**src/sio_pkg.sv**
```systemverilog
package sio_pkg;

  // Register bus widths.
  localparam int ADDR_W = 8;
  localparam int DATA_W = 32;

  // Register offsets, one aligned word each.
  localparam logic [7:0] OFF_CTRL = 8'h00;
  localparam logic [7:0] OFF_DATA = 8'h04;
  localparam logic [7:0] OFF_STATUS = 8'h08;
  localparam logic [7:0] OFF_INT_STAT = 8'h0c;
  localparam logic [7:0] OFF_INT_CLR = 8'h10;
  localparam logic [7:0] OFF_INT_EN = 8'h14;

  // Field positions in the control word.
  localparam int START_BIT = 7;
  localparam int ABORT_BIT = 6;
  localparam int MODE_LSB = 4;
  localparam int CLKSEL_LSB = 0;

  // Field positions in the status word.
  localparam int ACTIVE_BIT = 3;
  localparam int SHIFTING_BIT = 2;

  // Interrupt event positions.
  localparam int EV_BYTE = 0;
  localparam int EV_END = 1;
  localparam int EV_W = 2;

  // Transfer mode codes.
  localparam logic [1:0] MODE_TX = 2'h0;
  localparam logic [1:0] MODE_TXRX = 2'h2;
  localparam logic [1:0] MODE_RX = 2'h3;

  // Clock select code for the external clock.
  localparam logic [2:0] SCK_EXTERNAL = 3'h7;

  // Internal half period is this count shifted left by the clock select.
  localparam logic [9:0] HALF_BASE = 10'h002;

  // The last bit index of a byte.
  localparam logic [3:0] LAST_BIT = 4'h7;

  // Values after reset.
  localparam logic [7:0] DBR_RESET = 8'h00;
  localparam logic [1:0] MODE_RESET = MODE_TX;
  localparam logic [2:0] CLKSEL_RESET = 3'h0;

  // Control word held by the engine.
  typedef struct packed {
    logic start;
    logic [1:0] mode;
    logic [2:0] clksel;
  } ctrl_s;

  // Engine states.
  typedef enum logic [1:0] {ST_IDLE, ST_SHIFT, ST_WAIT} state_e;

endpackage

```
**src/sio_in_sync.sv**
```systemverilog
`timescale 1ns/1ns
`default_nettype none
// Two-flop synchroniser for pins that arrive from outside the clock's domain.
module sio_in_sync #(
  parameter int WIDTH = 2
) (
  input wire logic i_clk,
  input wire logic i_rst_n,
  input wire logic [WIDTH-1:0] i_async,
  output logic [WIDTH-1:0] o_sync
);

  // First stage, read only by the second stage.
  logic [WIDTH-1:0] meta_r;

  // Both stages reset high, the idle level of the serial lines.
  always_ff @(posedge i_clk)
  begin
    if (!i_rst_n)
    begin
      meta_r <= '1;
      o_sync <= '1;
    end
    else
    begin
      meta_r <= i_async;
      o_sync <= meta_r;
    end
  end

endmodule // sio_in_sync
`default_nettype wire

```
**src/sio_shift_receive_transceive.sv**
```systemverilog
`timescale 1ns/1ns
`default_nettype none
// Clocked serial shift engine for receive and exchange transfers.
module sio_shift_receive_transceive #(
  parameter int DIV_W = 10
) (
  input wire logic i_clk,
  input wire logic i_rst_n,
  input wire logic [sio_pkg::ADDR_W-1:0] i_addr,
  input wire logic [sio_pkg::DATA_W-1:0] i_wdata,
  input wire logic i_wr,
  input wire logic i_rd,
  output logic [sio_pkg::DATA_W-1:0] o_rdata,
  input wire logic i_serial_clock_pin,
  output logic o_serial_clock_pin,
  output logic o_serial_clock_pin_oe,
  input wire logic i_serial_input_pin,
  output logic o_serial_output_pin,
  output logic o_serial_buffer_interrupt
);
  import sio_pkg::*;

  // The slowest internal half period must fit the divider; refused while the design is built.
  if (DIV_W < 8)
  begin : g_div_check
    $error("DIV_W too small for the slowest internal clock");
  end

  ctrl_s ctrl_r; // Start, mode and clock select.
  state_e state_r; // Engine state.
  logic [7:0] dbr_r; // Shared data buffer.
  logic [7:0] rx_shift_r; // Receive shift register.
  logic [7:0] tx_shift_r; // Transmit shift register.
  logic [3:0] bit_cnt_r; // Bits received in this byte.
  logic [DIV_W-1:0] div_cnt_r; // Internal clock divider.
  logic active_r; // Transfer-active flag.
  logic need_read_r; // Received byte not yet read.
  logic need_write_r; // Next outgoing byte not yet written.
  logic sck_int_r; // Internal serial clock level.
  logic sck_prev_r; // Synchronised clock one cycle back.
  logic so_r; // Serial output level.
  logic sck_oe_r; // Clock pin drive enable.
  logic irq_r; // Interrupt output.
  logic [EV_W-1:0] int_stat_r; // Sticky event bits.
  logic [EV_W-1:0] int_en_r; // Event enables.
  logic [DATA_W-1:0] rdata_r; // Read data, one cycle after the strobe.

  // Synchronised pins.
  logic [1:0] pins_sync;
  logic sck_sync;
  logic si_sync;

  sio_in_sync #(
    .WIDTH(2)
  ) u_sync (
    .i_clk(i_clk),
    .i_rst_n(i_rst_n),
    .i_async({i_serial_clock_pin, i_serial_input_pin}),
    .o_sync(pins_sync)
  );

  assign sck_sync = pins_sync[1];
  assign si_sync = pins_sync[0];

  // Address decode.
  wire sel_ctrl = (i_addr == OFF_CTRL);
  wire sel_data = (i_addr == OFF_DATA);
  wire wr_ctrl = i_wr && sel_ctrl;
  wire wr_data = i_wr && sel_data;
  wire rd_data = i_rd && sel_data;
  wire wr_clr = i_wr && (i_addr == OFF_INT_CLR);
  wire wr_en = i_wr && (i_addr == OFF_INT_EN);

  // Mode and clock decode.
  wire ext_clk = (ctrl_r.clksel == SCK_EXTERNAL);
  wire is_txrx = (ctrl_r.mode == MODE_TXRX);
  wire mode_ok = (ctrl_r.mode == MODE_TXRX) || (ctrl_r.mode == MODE_RX);
  wire [1:0] wr_mode = i_wdata[MODE_LSB +: 2];
  wire mode_change = wr_ctrl && (wr_mode != ctrl_r.mode);

  // Commands carried by a control write; abort is a one-shot and reads back as zero.
  wire abort_cmd = wr_ctrl && i_wdata[ABORT_BIT];
  wire start_cmd = wr_ctrl && i_wdata[START_BIT] && !i_wdata[ABORT_BIT] && (state_r == ST_IDLE) && mode_ok;

  // Internal half period doubles with each step of the clock select.
  wire [DIV_W-1:0] half_cnt = DIV_W'(HALF_BASE << ctrl_r.clksel);
  wire shifting = (state_r == ST_SHIFT);
  wire div_tick = shifting && !ext_clk && (div_cnt_r == half_cnt - DIV_W'(1));

  // Edges of the shift clock; external edges come from the synchronised pin.
  wire ext_fall = sck_prev_r && !sck_sync;
  wire ext_rise = !sck_prev_r && sck_sync;
  wire fall_evt = shifting && (ext_clk ? ext_fall : (div_tick && sck_int_r));
  wire rise_evt = shifting && (ext_clk ? ext_rise : (div_tick && !sck_int_r));
  wire byte_done = rise_evt && (bit_cnt_r == LAST_BIT);

  // A waiting engine may go on once the buffer has been serviced.
  wire serviced = !need_read_r && (!is_txrx || !need_write_r);
  wire resume = (state_r == ST_WAIT) && serviced && ctrl_r.start;
  wire wait_stop = (state_r == ST_WAIT) && !ctrl_r.start;

  // Next received byte and next outgoing bit; the first bit of a byte comes from the buffer.
  wire [7:0] rx_next = {si_sync, rx_shift_r[7:1]};
  wire [7:0] tx_src = (bit_cnt_r == 4'h0) ? dbr_r : tx_shift_r;

  // Transfer end events drop the active flag.
  wire finish = (byte_done && !ctrl_r.start) || wait_stop;
  wire end_evt = active_r && (finish || abort_cmd);
  wire [EV_W-1:0] events = {end_evt, byte_done};

  // Read data selection.
  logic [DATA_W-1:0] rdata_nxt;
  always_comb
  begin
    rdata_nxt = '0;
    unique case (i_addr)
      OFF_CTRL: rdata_nxt[7:0] = {ctrl_r.start, 1'b0, ctrl_r.mode, 1'b0, ctrl_r.clksel};
      OFF_DATA: rdata_nxt[7:0] = dbr_r;
      OFF_STATUS: rdata_nxt[ACTIVE_BIT:SHIFTING_BIT] = {active_r, shifting};
      OFF_INT_STAT: rdata_nxt[EV_W-1:0] = int_stat_r;
      OFF_INT_EN: rdata_nxt[EV_W-1:0] = int_en_r;
      default: rdata_nxt = '0;
    endcase
  end

  // Read data stands only in the cycle after the strobe.
  always_ff @(posedge i_clk)
  begin
    if (!i_rst_n)
      rdata_r <= '0;
    else
      rdata_r <= i_rd ? rdata_nxt : '0;
  end

  // Control word; abort also withdraws the start request.
  always_ff @(posedge i_clk)
  begin
    if (!i_rst_n)
      ctrl_r <= '{start: 1'b0, mode: MODE_RESET, clksel: CLKSEL_RESET};
    else if (abort_cmd)
      ctrl_r.start <= 1'b0;
    else if (wr_ctrl)
    begin
      ctrl_r.start <= i_wdata[START_BIT];
      // Mode and clock may only change while nothing is moving.
      if (state_r == ST_IDLE)
      begin
        ctrl_r.mode <= wr_mode;
        ctrl_r.clksel <= i_wdata[CLKSEL_LSB +: 3];
      end
    end
  end

  // Engine state machine.
  always_ff @(posedge i_clk)
  begin
    if (!i_rst_n)
      state_r <= ST_IDLE;
    else if (abort_cmd)
      state_r <= ST_IDLE;
    else
    begin
      unique case (state_r)
        ST_IDLE:
          if (start_cmd)
            state_r <= ST_SHIFT;
        ST_SHIFT:
          if (byte_done)
          begin
            // The external clock never waits; the internal one stalls for service.
            if (!ctrl_r.start)
              state_r <= ST_IDLE;
            else if (!ext_clk)
              state_r <= ST_WAIT;
          end
        ST_WAIT:
          if (wait_stop)
            state_r <= ST_IDLE;
          else if (resume)
            state_r <= ST_SHIFT;
        default: state_r <= ST_IDLE;
      endcase
    end
  end

  // Transfer-active flag: set by start, cleared by finish or abort.
  always_ff @(posedge i_clk)
  begin
    if (!i_rst_n)
      active_r <= 1'b0;
    else if (start_cmd)
      active_r <= 1'b1;
    else if (abort_cmd || finish)
      active_r <= 1'b0;
  end

  // Internal clock divider; the clock rests high outside shifting.
  always_ff @(posedge i_clk)
  begin
    if (!i_rst_n || !shifting || ext_clk)
    begin
      div_cnt_r <= '0;
      sck_int_r <= 1'b1;
    end
    else if (div_tick)
    begin
      div_cnt_r <= '0;
      sck_int_r <= !sck_int_r;
    end
    else
      div_cnt_r <= div_cnt_r + DIV_W'(1);
  end

  // Clock pin drive and edge history.
  always_ff @(posedge i_clk)
  begin
    if (!i_rst_n)
    begin
      sck_prev_r <= 1'b1;
      sck_oe_r <= 1'b0;
    end
    else
    begin
      sck_prev_r <= sck_sync;
      sck_oe_r <= !ext_clk;
    end
  end

  // Receive path: sample on the rising edge, LSB first.
  always_ff @(posedge i_clk)
  begin
    if (!i_rst_n || start_cmd || abort_cmd)
    begin
      rx_shift_r <= '0;
      bit_cnt_r <= '0;
    end
    else if (rise_evt)
    begin
      rx_shift_r <= rx_next;
      bit_cnt_r <= byte_done ? 4'h0 : bit_cnt_r + 4'h1;
    end
  end

  // Transmit path: drive on the falling edge; otherwise the last bit stands.
  always_ff @(posedge i_clk)
  begin
    if (!i_rst_n)
    begin
      tx_shift_r <= '0;
      so_r <= 1'b1;
    end
    else if (fall_evt && is_txrx)
    begin
      so_r <= tx_src[0];
      tx_shift_r <= {1'b0, tx_src[7:1]};
    end
  end

  // Shared buffer; a received byte wins over a software write in the same cycle.
  always_ff @(posedge i_clk)
  begin
    if (!i_rst_n)
      dbr_r <= DBR_RESET;
    else if (byte_done)
      dbr_r <= rx_next;
    else if (mode_change && (state_r == ST_IDLE))
      dbr_r <= DBR_RESET;
    else if (wr_data)
      dbr_r <= i_wdata[7:0];
  end

  // Service flags; the hardware set wins over the software clear.
  always_ff @(posedge i_clk)
  begin
    if (!i_rst_n || start_cmd || abort_cmd)
    begin
      need_read_r <= 1'b0;
      need_write_r <= 1'b0;
    end
    else
    begin
      need_read_r <= byte_done || (need_read_r && !rd_data);
      need_write_r <= (byte_done && is_txrx) || (need_write_r && !wr_data);
    end
  end

  // Interrupt status, enable and output.
  always_ff @(posedge i_clk)
  begin
    if (!i_rst_n)
    begin
      int_stat_r <= '0;
      int_en_r <= '0;
      irq_r <= 1'b0;
    end
    else
    begin
      int_stat_r <= events | (int_stat_r & ~(wr_clr ? i_wdata[EV_W-1:0] : '0));
      if (wr_en)
        int_en_r <= i_wdata[EV_W-1:0];
      irq_r <= |(int_stat_r & int_en_r);
    end
  end

  assign o_rdata = rdata_r;
  assign o_serial_clock_pin = sck_int_r;
  assign o_serial_clock_pin_oe = sck_oe_r;
  assign o_serial_output_pin = so_r;
  assign o_serial_buffer_interrupt = irq_r;
endmodule // sio_shift_receive_transceive
`default_nettype wire

```
**config.mk**
```make
export PLATFORM = sky130hd
export DESIGN_NAME = sio_shift_receive_transceive
export DESIGN_NICKNAME = d
export VERILOG_FILES = /design/src/sio_pkg.sv /design/src/sio_in_sync.sv /design/src/sio_shift_receive_transceive.sv
export SDC_FILE = /design/constraint.sdc
export NUM_CORES = 1
export LEC_CHECK = 0
export BUFFER_PORTS_ARGS = -buffer_cell sky130_fd_sc_hd__buf_2
export CAP_MARGIN = 5
export CORE_AREA = 2 2 89 82
export CTS_CLUSTER_DIAMETER = 100
export CTS_CLUSTER_SIZE = 8
export DETAILED_ROUTE_END_ITERATION = 12
export DIE_AREA = 0 0 91 84
export PLACE_DENSITY = 0.85
export SKIP_LAST_GASP = 1
export SLEW_MARGIN = 30
export SYNTH_ARGS = -nofsm -noshare
export SYNTH_HDL_FRONTEND = slang
export SYNTH_SLANG_ARGS = --single-unit
export TNS_END_PERCENT = 50
```
**constraint.sdc**
```tcl
create_clock -name i_clk -period 3 [get_ports i_clk]
set_input_delay 0.3 -clock i_clk [delete_from_list [all_inputs] [get_ports i_clk]]
set_output_delay 0.3 -clock i_clk [all_outputs]
set_load 0.03 [all_outputs]
```
# Word-level counts from Yosys, hierarchy flattened
# Index checks and enable logic that the tools add are counted.
[word_totals] output_inout_bits=36 reg_bits=93 in_bits=46
[op_classes] eq_ne=17 reduce_logical=65 shifts=1 n_mux=20 bitwise=6 n_addsub=3
[op_table] op="$mux 8" count=4
[op_table] op="$logic_and 1x1->1" count=31
[op_table] op="$eq 8x4->1 const B" count=2
[op_table] op="$eq 8x5->1 const B" count=2
[op_table] op="$mux 2" count=7
[op_table] op="$logic_not 1->1" count=13
[op_table] op="$pmux 2 s3" count=2
[op_table] op="$add 10x1->10 const B" count=1
[op_table] op="$eq 10x10->1" count=1
[op_table] op="$logic_or 1x1->1" count=10
[op_table] op="$shl 2x3->10 const A" count=1
[op_table] op="$sub 10x1->10 const B" count=1
[op_table] op="$eq 8x3->1 const B" count=1
[op_table] op="$logic_not 8->1" count=1
[op_table] op="$pmux 2 s4" count=1
[op_table] op="$pmux 4 s2" count=1
[op_table] op="$eq 2x2->1 const B" count=3
[op_table] op="$ne 3x3->1 const B" count=2
[op_table] op="$reduce_or 2->1" count=3
[op_table] op="$add 4x1->4 const B" count=1
[op_table] op="$and 2x2->2" count=2
[op_table] op="$eq 4x3->1 const B" count=1
[op_table] op="$logic_not 4->1" count=1
[op_table] op="$mux 1" count=4
[op_table] op="other kinds (15)" count=16

# Logic depth before layout (Yosys ltp)
# Gate-level depths: netlist of run 1.
[logic_depth] depth_word=13 mapped_depth=9 ltp_nobuf=6

# By module
# From an unflattened synthesis of run 1, not the netlist that was laid out.
[unflattened] hier_cells=402 area_unflattened_um2=3447.1
[modules_own_cells] module="sio_shift_receive_transceive" cells_each=394 area_each_um2=3342.0 n_inst=1
[modules_own_cells] module="sio_in_sync" cells_each=8 area_each_um2=105.1 n_inst=1

# Worst setup path after synthesis of run 1
# OpenSTA, ideal clock, no wires.
[synth_path] kind="register to register" from="register ctrl_r[0] (netlist name)" to="register dbr_r[0]" period_less_slack_ns=2.133 setup_ns=0.115 arrival_ns=2.017 path_stages_with_launch=9 slack_ns=0.867 cell_sequence="dfxtp_1 buf_4 nand2b_4 a2111oi_4 a31oi_1 or4_1 buf_2 and4_1 a31o_1"
[synth_via] elab_chain_cells=9 word_cells_on_any_way=13 classes_between="1 x add/sub; 2 x eq/ne; 1 x shift; 2 x mux; 7 x reduce/logical"
[synth_rtl] element="start, declared" line="sio_shift_receive_transceive.sv:29" rtl="ctrl_s ctrl_r;"
[synth_rtl] element="start signal, assigned" line="sio_shift_receive_transceive.sv:139" rtl="ctrl_r <= '{start: 1'b0, mode: MODE_RESET, clksel: CLKSEL_RESET};"
[synth_rtl] element="$shl 2x3->10 or $eq 3x3->1 (tied branches)" line="sio_shift_receive_transceive.sv:86, sio_shift_receive_transceive.sv:75"
[synth_rtl] element="$sub 10x1->10 or $logic_not 1->1 (tied branches)" line="sio_shift_receive_transceive.sv:88" rtl="wire div_tick = shifting && !ext_clk && (div_cnt_r == half_cnt - DIV_W'(1));"
[synth_rtl] element="$eq 10x10->1 or $logic_and 1x1->1 (tied branches)" line="sio_shift_receive_transceive.sv:88"
[synth_rtl] element="$logic_and 1x1->1" line="sio_shift_receive_transceive.sv:88"
[synth_rtl] element="$logic_and 1x1->1" line="sio_shift_receive_transceive.sv:94" rtl="wire rise_evt = shifting && (ext_clk ? ext_rise : (div_tick && !sck_int_r));"
[synth_rtl] element="$mux 1 (*)" line="sio_shift_receive_transceive.sv:94"
[synth_rtl] element="$logic_and 1x1->1 (*)" line="sio_shift_receive_transceive.sv:94"
[synth_rtl] element="$logic_and 1x1->1 (*)" line="sio_shift_receive_transceive.sv:95" rtl="wire byte_done = rise_evt && (bit_cnt_r == LAST_BIT);"
[synth_rtl] element="$reduce_bool 3->1 (no source line) or $mux 8 (tied branches)"
[synth_rtl] element="end signal, assigned" line="sio_shift_receive_transceive.sv:265" rtl="dbr_r <= rx_next;"
[synth_rtl] element="end signal, assigned" line="sio_shift_receive_transceive.sv:269" rtl="dbr_r <= i_wdata[7:0];"
[synth_rtl] element="end, declared" line="sio_shift_receive_transceive.sv:31" rtl="logic [7:0] dbr_r;"
# Every way passes the cells marked *; elsewhere a longest branch is shown, timed or not.
# A chain may end at the register's enable or synchronous reset.

# Final worst setup path of run 1
[layout_path] from="register ctrl_r[1] (netlist name)" to="register dbr_r[6]"
# The elaborated chain is that of the path after synthesis.

==> results.toml, run 1 <==
[drt]
dr.pass1.iters = 8
num_vias = 3004
wire_per_inst_um = 14.8
drt_iter0_markers = 221
antenna_left = 0
drcViolationCount = 0
wl_um = 7750
viasPerCell = 5.72

[floorplan]
coreArea_um2 = 6820
fp.dieH_um = 84
die_w_um = 91
pin_count = 82
start_util_pct = 51.6
die-area_um2 = 7640
placementRows = 29

[cts]
cts_hold_buffers = 0
clock_sink_count = 68
clk_pin_slew_worst_paths_ps = 70
clock_latency_ps = 340
cts_buffers = 9
post_cts_resized = 0
h-tree-depth = 3
cts_setup_buffers = 0
cts-root-buf = "clkbuf_8"
clk_path_buf_depth = 2
cts_tree = "yes"

[power_and_ir_drop]
p_per_area_nw_per_um2 = 456
clockPowerShare_pct = 42.3
netSwitchingPower_uw = 428
switching_share_pct = 24.4
pwr-share-seq_pct = 51.8
p_int_mw = 1.32
vdd_drop_max_mv = 0.276
combinationalPowerShare_pct = 6.0
p_leak_nw = 1.58

[worst_setup_path]
cp-end-kind = "register"
start_kind = "register"
cp.arrival_ps = 2860
cp.required_ps = 3270
critPathMaxFanout = 13
crit_type = "reg -> reg"

[place]
port_buffers = 33
gp_congestion = 0.938
dp.final_hpwl_um = 5670

[finish]
drive_above_1_share_pct = 16.2
fillCellCount = 605
diodes = 0
syn_to_final_growth_pct = 9.28
fin_nets = 477

[outcome]
status = "complete, no violations"

[logic_synthesis]
synth.distinct_cells = 57
syn_inst = 399
async_flop_share_pct = 0
synth_area_per_cell_um2 = 8.82
synth-warning-count = 0
synth-seq-area-share_pct = 38.7
synth_flop_cell = "dfxtp_1"
synth-seq-cells = 68
synth.top_cell.area_share_pct = 38.7
synthTopCellsByArea = "dfxtp_1, mux2i_1, nand2_1"
synth-edff-count = 0
synth_area_um2 = 3520
synth_top_area_cell = "dfxtp_1"

[timing]
worst_hold_slack_ps = 127
slew_violations = 0
worst_pin_slew_ps = 736
slew_headroom_pct = 50.9
fin_tns_setup_ps = 0
period_share_pct = 86.3
setup_viol = 0
max_freq_mhz = 386
period_minus_slack_ps = 2590
skew_ps = 7.74
finalHoldViolCount = 0
rsz0062_at_grt = "no"

[global_route]
grt_usage_pct = 20.6
grt_antenna_before_repair = 0
grt_pass1_wl_um = 12600
grt_pass1_vias = 2628
grt_overflow = 0
grt_max_degree = 48

[worst_hold_path]
hp-class = "in -> reg"

[run]
cap_violations = 0
==> state kept, by name, summed over array words and instances (netlist names) <==
| signal | flops |
|---|---|
| int_stat_r | 2 |
| bit_cnt_r | 4 |
| o_serial_buffer_interrupt | 1 |
| tx_shift_r | 7 |
| rx_shift_r | 7 |
| need_read_r | 1 |
| div_cnt_r | 10 |
| u_sync.o_sync | 2 |
| need_write_r | 1 |
| o_serial_output_pin | 1 |
| int_en_r | 2 |
| u_sync.meta_r | 2 |
| sck_prev_r | 1 |
| state_r | 2 |
| o_rdata | 8 |
| dbr_r | 8 |
| active_r | 1 |
| o_serial_clock_pin_oe | 1 |
| ctrl_r | 6 |
| o_serial_clock_pin | 1 |
==> layout by cell type, fill, tap and decap left out, types with 3 or more instances in the layout <==
master and count:
nor3b_1 3, inv_1 11, o2111ai_1 3, nand2b_1 9
nor2b_1 5, nand4_1 5, buf_2 33, nand3_1 18
conb_1 24, o31ai_1 3, ha_1 3, nor3_1 5
and4_1 9, xor2_1 6, or3_1 3, nor2_1 32
dfxtp_1 68, nor4b_1 4, clkbuf_8 10, a31o_1 8
mux2i_1 22, a21oi_1 12, a21boi_0 3, a31oi_1 3
xnor2_1 5, a22o_1 7, and3_1 6, buf_4 4
clkinv_2 3, nand2_1 51, o21ai_0 8, a22oi_1 6
mux2_2 7
==> final timing paths <==
path | to | slack, ps | cells past startpoint | start
max | dbr_r[6]$_SDFFE_PN0P_ | 410 | 6 | ctrl_r[1]$_SDFFE_PN0P_
min | u_sync.meta_r[0]$_SDFF_PN1_ | 130 | 2 | i_serial_input_pin
max reg2reg | dbr_r[6]$_SDFFE_PN0P_ | 410 | 6 | ctrl_r[1]$_SDFFE_PN0P_
min reg2reg | u_sync.o_sync[1]$_SDFF_PN1_ | 410 | 1 | u_sync.meta_r[1]$_SDFF_PN1_
==> layout make-up <==
| class | instances | area [um^2] | share of cell area [%] |
|---|---|---|---|
| inverters | 11 | 41.3 | 1.07 |
| multi-input cells | 301 | 1940 | 50.5 |
| clock buffers | 10 | 138 | 3.58 |
| clock inverters | 5 | 52.6 | 1.37 |
| repair buffers | 37 | 195 | 5.07 |
| well taps | 93 | 116 | 3.03 |
| flip-flops and latches | 68 | 1360 | 35.4 |
==> metal layers <==
metal / vias up / share of wire, % / GRT usage (%)
li1: 1437 / - / -
met1: 1430 / 47 / 27.8
met2: 122 / 45 / 31.4
met3: 15 / 6.7 / 6.32
met4: 0 / 1.3 / 6.47
met5: - / 0 / 0
==> synth_stat cells, drive strengths merged (3+ instances only) <==
library cell  count
o31ai             3
a31o              8
xnor2             5
or3               3
nor2b             5
a21oi            12
mux2i            22
a31oi             3
nor4b             5
nor3b             3
nor3              6
and4              9
inv              11
and3              6
o21ai             8
nand2b           10
nand4             5
a22oi             6
mux2              7
dfxtp            68
nand2            52
ha                3
clkbuf           12
xor2              6
buf              30
a22o              7
nand3            18
o2111ai           3
nor4              3
a21boi            4
nor2             34
==> critical path, stage by stage (launching register included) <==
cell and delay, ps:
dfxtp_1 630, nor4b_1 100, a2111oi_1 470, nand3_1 120, or4_1 650, nand2_2 310, mux2i_1 220
==> power by group through the flow <==
stage | clock network, mW | logic (mW) | registers (mW)
6_report | 0.741 | 0.104 | 0.907
5_1_grt | 0.788 | 0.111 | 0.907
4_1_cts | 0.753 | 0.102 | 0.907
3_5_place_dp | 0 | 0.102 | 0.928
2_1_floorplan | 0 | 0.0944 | 0.929
3_3_place_gp | 0 | 0.101 | 0.928
==> through the flow <==
stage / utilization (%) / power [mW] / std cells / instance area [um^2] / setup slack, ps
finish: 56.4 / 1.75 / 525 / 3850 / 410
CTS: 56.3 / 1.76 / 525 / 3840 / 442
detailed placement: 53.6 / 1.03 / 510 / 3650 / 460
floorplan: - / 1.02 / 422 / 3610 / 867
global route: 56.4 / 1.81 / 525 / 3850 / 249
global placement: 53.6 / 1.03 / 510 / 3650 / 526
==> cell families after synthesis <==
group | share of synthesized area [%]
flops | 38.7
buf+inv | 8.67
simple gates | 24.7
compound gates | 15.5
xor+xnor | 2.74
other cells | 0.107
mux | 8.50
fa+ha+maj | 1.07
Power figures use the tool's default switching activity.
==> run 2, diff against run 1 <==
- CORE_AREA: 2 2 89 82 -> 2 2 87 81
- CTS_BUF_LIST: not set -> sky130_fd_sc_hd__clkbuf_4 sky130_fd_sc_hd__clkbuf_8
- DIE_AREA: 0 0 91 84 -> 0 0 89 83
- PLACE_DENSITY: 0.85 -> 0.88
==> run 2 against run 1 <==
Net effect:
- global-route usage rose by 2.7 points
- non-clock buffer count is 1 higher
- worst setup slack improved by 8.8 ps
- fmax rose by 0.34%
- via count shrank 0.27%
- critical endpoint unchanged
- largest cell class unchanged
- combinational power hardly changed
- clock skew rose by 4.2 ps
- highest routed layer unchanged
- die area decreased by 3.4%
- hold slack better by 7.4 ps
- cell count down 0.38%
- sequential share of layout area about the same
==> results.toml, run 2 (same netlist as run 1, synthesis figures left out) <==
[cts]
clock_sink_count = 68
clock_latency_ps = 350
cts_setup_buffers = 0
clk_pin_slew_worst_paths_ps = 80
cts-root-buf = "clkbuf_8"
cts_buffers = 9
post_cts_resized = 0
clk_path_buf_depth = 2
cts_tree = "yes"
h-tree-depth = 3
cts_hold_buffers = 0

[place]
dp.final_hpwl_um = 5800
gp_congestion = 0.996
placed_area_um2 = 3660
placed_cells = 508
port_buffers = 33

[finish]
layout_commonest_cell = "dfxtp_1"
syn_to_final_growth_pct = 9.38
ff_latch_area_um2 = 1360
finalNonFillerCells = 523
drive_above_1_share_pct = 16.4
multi_input_area_um2 = 1940
fillCellCount = 546
fin_nets = 478
final_area_um2 = 3850
fin_util_pct = 59.7
largest_register_ffs = 10
diodes = 0
most-common-layout-cells = "dfxtp_1, nand2_1, buf_2, nor2_1, conb_1"
regMostFlops = "div_cnt_r"

[drt]
drt_iter0_markers = 263
wl_um = 8150
viasPerCell = 5.73
drcViolationCount = 0
dr.pass1.iters = 5
num_vias = 2996
antenna_left = 0
wire_per_inst_um = 15.6

[power_and_ir_drop]
p_leak_nw = 1.58
vdd_drop_max_mv = 0.242
p_per_area_nw_per_um2 = 456
total_power_mw = 1.76

[timing]
rsz0062_at_grt = "no"
slew_violations = 0
worst_pin_slew_ps = 704
fin_tns_setup_ps = 0
setup_viol = 0
slew_headroom_pct = 53.0
max_freq_mhz = 387
period_minus_slack_ps = 2580
period_share_pct = 86.1
skew_ps = 11.9
finalHoldViolCount = 0

[worst_setup_path]
reg2regPathDepth = 6
cp.arrival_ps = 2870
crit_start = "ctrl_r[2]$_SDFFE_PN0P_"
critPathMaxFanout = 14
cp-end-kind = "register"
crit_type = "reg -> reg"
start_kind = "register"
cp.required_ps = 3280
r2r-start = "ctrl_r[2]$_SDFFE_PN0P_"

[floorplan]
die_w_um = 89
coreArea_um2 = 6450
placementRows = 28
pin_count = 82
start_util_pct = 54.6
die-area_um2 = 7390
fp.dieH_um = 83

[worst_hold_path]
hold_start = "i_serial_input_pin"
hold-path-cell-count = 2
hp-class = "in -> reg"

[run]
cap_violations = 0

[outcome]
status = "complete, no violations"

[global_route]
grt_antenna_before_repair = 0
grt_overflow = 0
grt_pass1_wl_um = 13400
grt_max_degree = 48
grt_pass1_vias = 2877
grt_usage_pct = 23.3
-- run 2: changes by cell type in the layout (fill, tap and decap cells not counted), sizes merged --
cell / previous run / this run
buf: 37 / 38
-- run 2: where the power goes --
group	internal, mW	leakage [nW]	switching (mW)
combinational	0.0208	0.936	0.0843
sequential	0.906	0.549	0.00147
clock	0.397	0.0979	0.345
-- run 2: cell type report --
| class | instances | share of cell area, % |
|---|---|---|
| well taps | 90 | 2.92 |
| multi-input cells | 301 | 50.4 |
| inverters | 11 | 1.07 |
| clock inverters | 5 | 1.36 |
| repair buffers | 38 | 5.26 |
| flip-flops and latches | 68 | 35.4 |
| clock buffers | 10 | 3.57 |
-- run 2: worst max-delay path: stages, from the launching register on --
cell,delay [ps]
dfxtp_1,620
nor4b_1,110
a2111oi_1,490
nand3_1,120
or4_1,640
nand2_2,320
mux2i_1,220
-- run 2: layer usage --
| metal | up-vias | wire length (um) | GRT usage [%] |
|---|---|---|---|
| li1 | 1433 | - | - |
| met5 | - | 0 | 0 |
| met4 | 0 | 145 | 10.2 |
| met2 | 134 | 3970 | 37.0 |
| met3 | 14 | 622 | 7.55 |
| met1 | 1415 | 3410 | 28.4 |
-- run 2: stage by stage --
step / hold WS [ps] / setup slack [ps]
floorplan: 386 / 867
global placement: 392 / 522
detailed placement: 395 / 437
CTS: 125 / 424
global route: 136 / 249
finish: 135 / 418
-- run 2: final timing paths --
path,endpoint,slack (ps)
setup / recovery,dbr_r[6]$_SDFFE_PN0P_,420
hold / removal,u_sync.meta_r[0]$_SDFF_PN1_,130
setup reg to reg,dbr_r[6]$_SDFFE_PN0P_,420
hold reg to reg,u_sync.o_sync[0]$_SDFF_PN1_,400
==> run 3, diff against run 2 <==
- BUFFER_PORTS_ARGS: -buffer_cell sky130_fd_sc_hd__buf_2 -> -buffer_cell sky130_fd_sc_hd__clkbuf_2
==> run 3 against run 2 <==
Net effect:
- register-to-register slack worse by 40 ps
- count of clock-buffer cells in the layout up 2
- routed wire length fell by 0.58%
- fmax down 1.7%
- core utilization is 0.25 points higher
- global-route usage shrank 0.65 points
- sequential power about the same
- critical path type unchanged
- cell count up 0.19%
- highest routed layer unchanged
==> results.toml, run 3 (same netlist as run 1, synthesis figures left out) <==
[floorplan]
fp.dieH_um = 83
placementRows = 28
die-area_um2 = 7390
die_w_um = 89
coreArea_um2 = 6450
start_util_pct = 54.6
pin_count = 82

[cts]
cts_setup_buffers = 0
clock_latency_ps = 350
h-tree-depth = 3
clk_path_buf_depth = 2
cts_hold_buffers = 0
clk_pin_slew_worst_paths_ps = 70
cts-root-buf = "clkbuf_8"
cts_buffers = 9
cts_tree = "yes"
post_cts_resized = 0
clock_sink_count = 68

[finish]
final_area_um2 = 3870
layout_commonest_cell = "dfxtp_1"
largest_register_ffs = 10
diodes = 0
most-common-layout-cells = "dfxtp_1, nand2_1, clkbuf_2, nor2_1, conb_1"
syn_to_final_growth_pct = 9.85
drive_above_1_share_pct = 16.6
fillCellCount = 552
fin_nets = 478
fin_util_pct = 60.0
regMostFlops = "div_cnt_r"

[timing]
max_freq_mhz = 381
slew_violations = 0
setup_viol = 0
skew_ps = 10.4
worst_pin_slew_ps = 692
fin_tns_setup_ps = 0
slew_headroom_pct = 53.8
period_minus_slack_ps = 2630
period_share_pct = 87.5
finalHoldViolCount = 0
rsz0062_at_grt = "no"

[drt]
drcViolationCount = 0
num_vias = 3031
viasPerCell = 5.78
antenna_left = 0
drt_iter0_markers = 284
wire_per_inst_um = 15.5
dr.pass1.iters = 5
wl_um = 8110

[global_route]
grt_antenna_before_repair = 0
grt_pass1_vias = 2732
grt_overflow = 0
grt_pass1_wl_um = 13100
grt_usage_pct = 22.6
grt_max_degree = 48

[outcome]
status = "complete, no violations"

[worst_setup_path]
start_kind = "register"
critPathMaxFanout = 14
r2r-start = "ctrl_r[2]$_SDFFE_PN0P_"
crit_start = "ctrl_r[2]$_SDFFE_PN0P_"
reg2regPathDepth = 6
cp-end-kind = "register"
crit_type = "reg -> reg"
cp.arrival_ps = 2900
cp.required_ps = 3280

[place]
dp.final_hpwl_um = 5880
placed_area_um2 = 3660
gp_congestion = 1.00
port_buffers = 33

[power_and_ir_drop]
total_power_mw = 1.79
vdd_drop_max_mv = 0.377
p_per_area_nw_per_um2 = 463
p_leak_nw = 1.59

[run]
cap_violations = 0

[worst_hold_path]
hold_start = "i_serial_input_pin"
hp-class = "in -> reg"
hold-path-cell-count = 2
## run 3: changes by cell type in the layout (fill, tap and decap cells not counted), sizes merged
cell,previous run,this run
clkinv,3,2
clkbuf,10,45
buf,38,5
## run 3: metal layers
layer  GRT usage [%]  vias up  share of wire (%)
met2            36.4      138                 48
li1                -     1450                  -
met4            5.83        0                1.5
met3            6.26       17                8.9
met5               0        -                  0
met1            29.9     1426                 42
## run 3: final cells by class
| type | instances | area [um^2] | share of cell area, % |
|---|---|---|---|
| clock buffers | 12 | 159 | 4.11 |
| well taps | 90 | 113 | 2.91 |
| clock inverters | 4 | 47.5 | 1.23 |
| inverters | 11 | 41.3 | 1.07 |
| multi-input cells | 301 | 1940 | 50.2 |
| repair buffers | 38 | 203 | 5.24 |
| flip-flops and latches | 68 | 1360 | 35.2 |
## run 3: path summary, 6_finish.rpt
kind / endpoint / slack, ps
worst max register to register: dbr_r[6]$_SDFFE_PN0P_ / 370
worst max-delay path: dbr_r[6]$_SDFFE_PN0P_ / 370
worst min-delay path: u_sync.meta_r[0]$_SDFF_PN1_ / 130
worst min register to register: u_sync.o_sync[0]$_SDFF_PN1_ / 410
## run 3: metrics by stage
stage | setup WS, ps | std cells | hold WS, ps
floorplan | 867 | 422 | 386
global placement | 522 | 508 | 392
detailed placement | 422 | 508 | 397
CTS | 410 | 524 | 124
global route | 195 | 524 | 133
finish | 375 | 524 | 132
## run 3: worst max-delay path: stages (launching register included)
cell	delay, ps
dfxtp_1	620
nor4b_1	110
a2111oi_1	520
nand3_1	120
or4_1	650
nand2_2	320
mux2i_1	210
## run 3: where the power goes
| group | leakage (nW) | switching, mW | total [mW] | internal [mW] |
|---|---|---|---|---|
| clock network | 0.106 | 0.342 | 0.777 | 0.436 |
| registers | 0.549 | 0.00138 | 0.907 | 0.906 |
| logic | 0.935 | 0.0851 | 0.106 | 0.0207 |
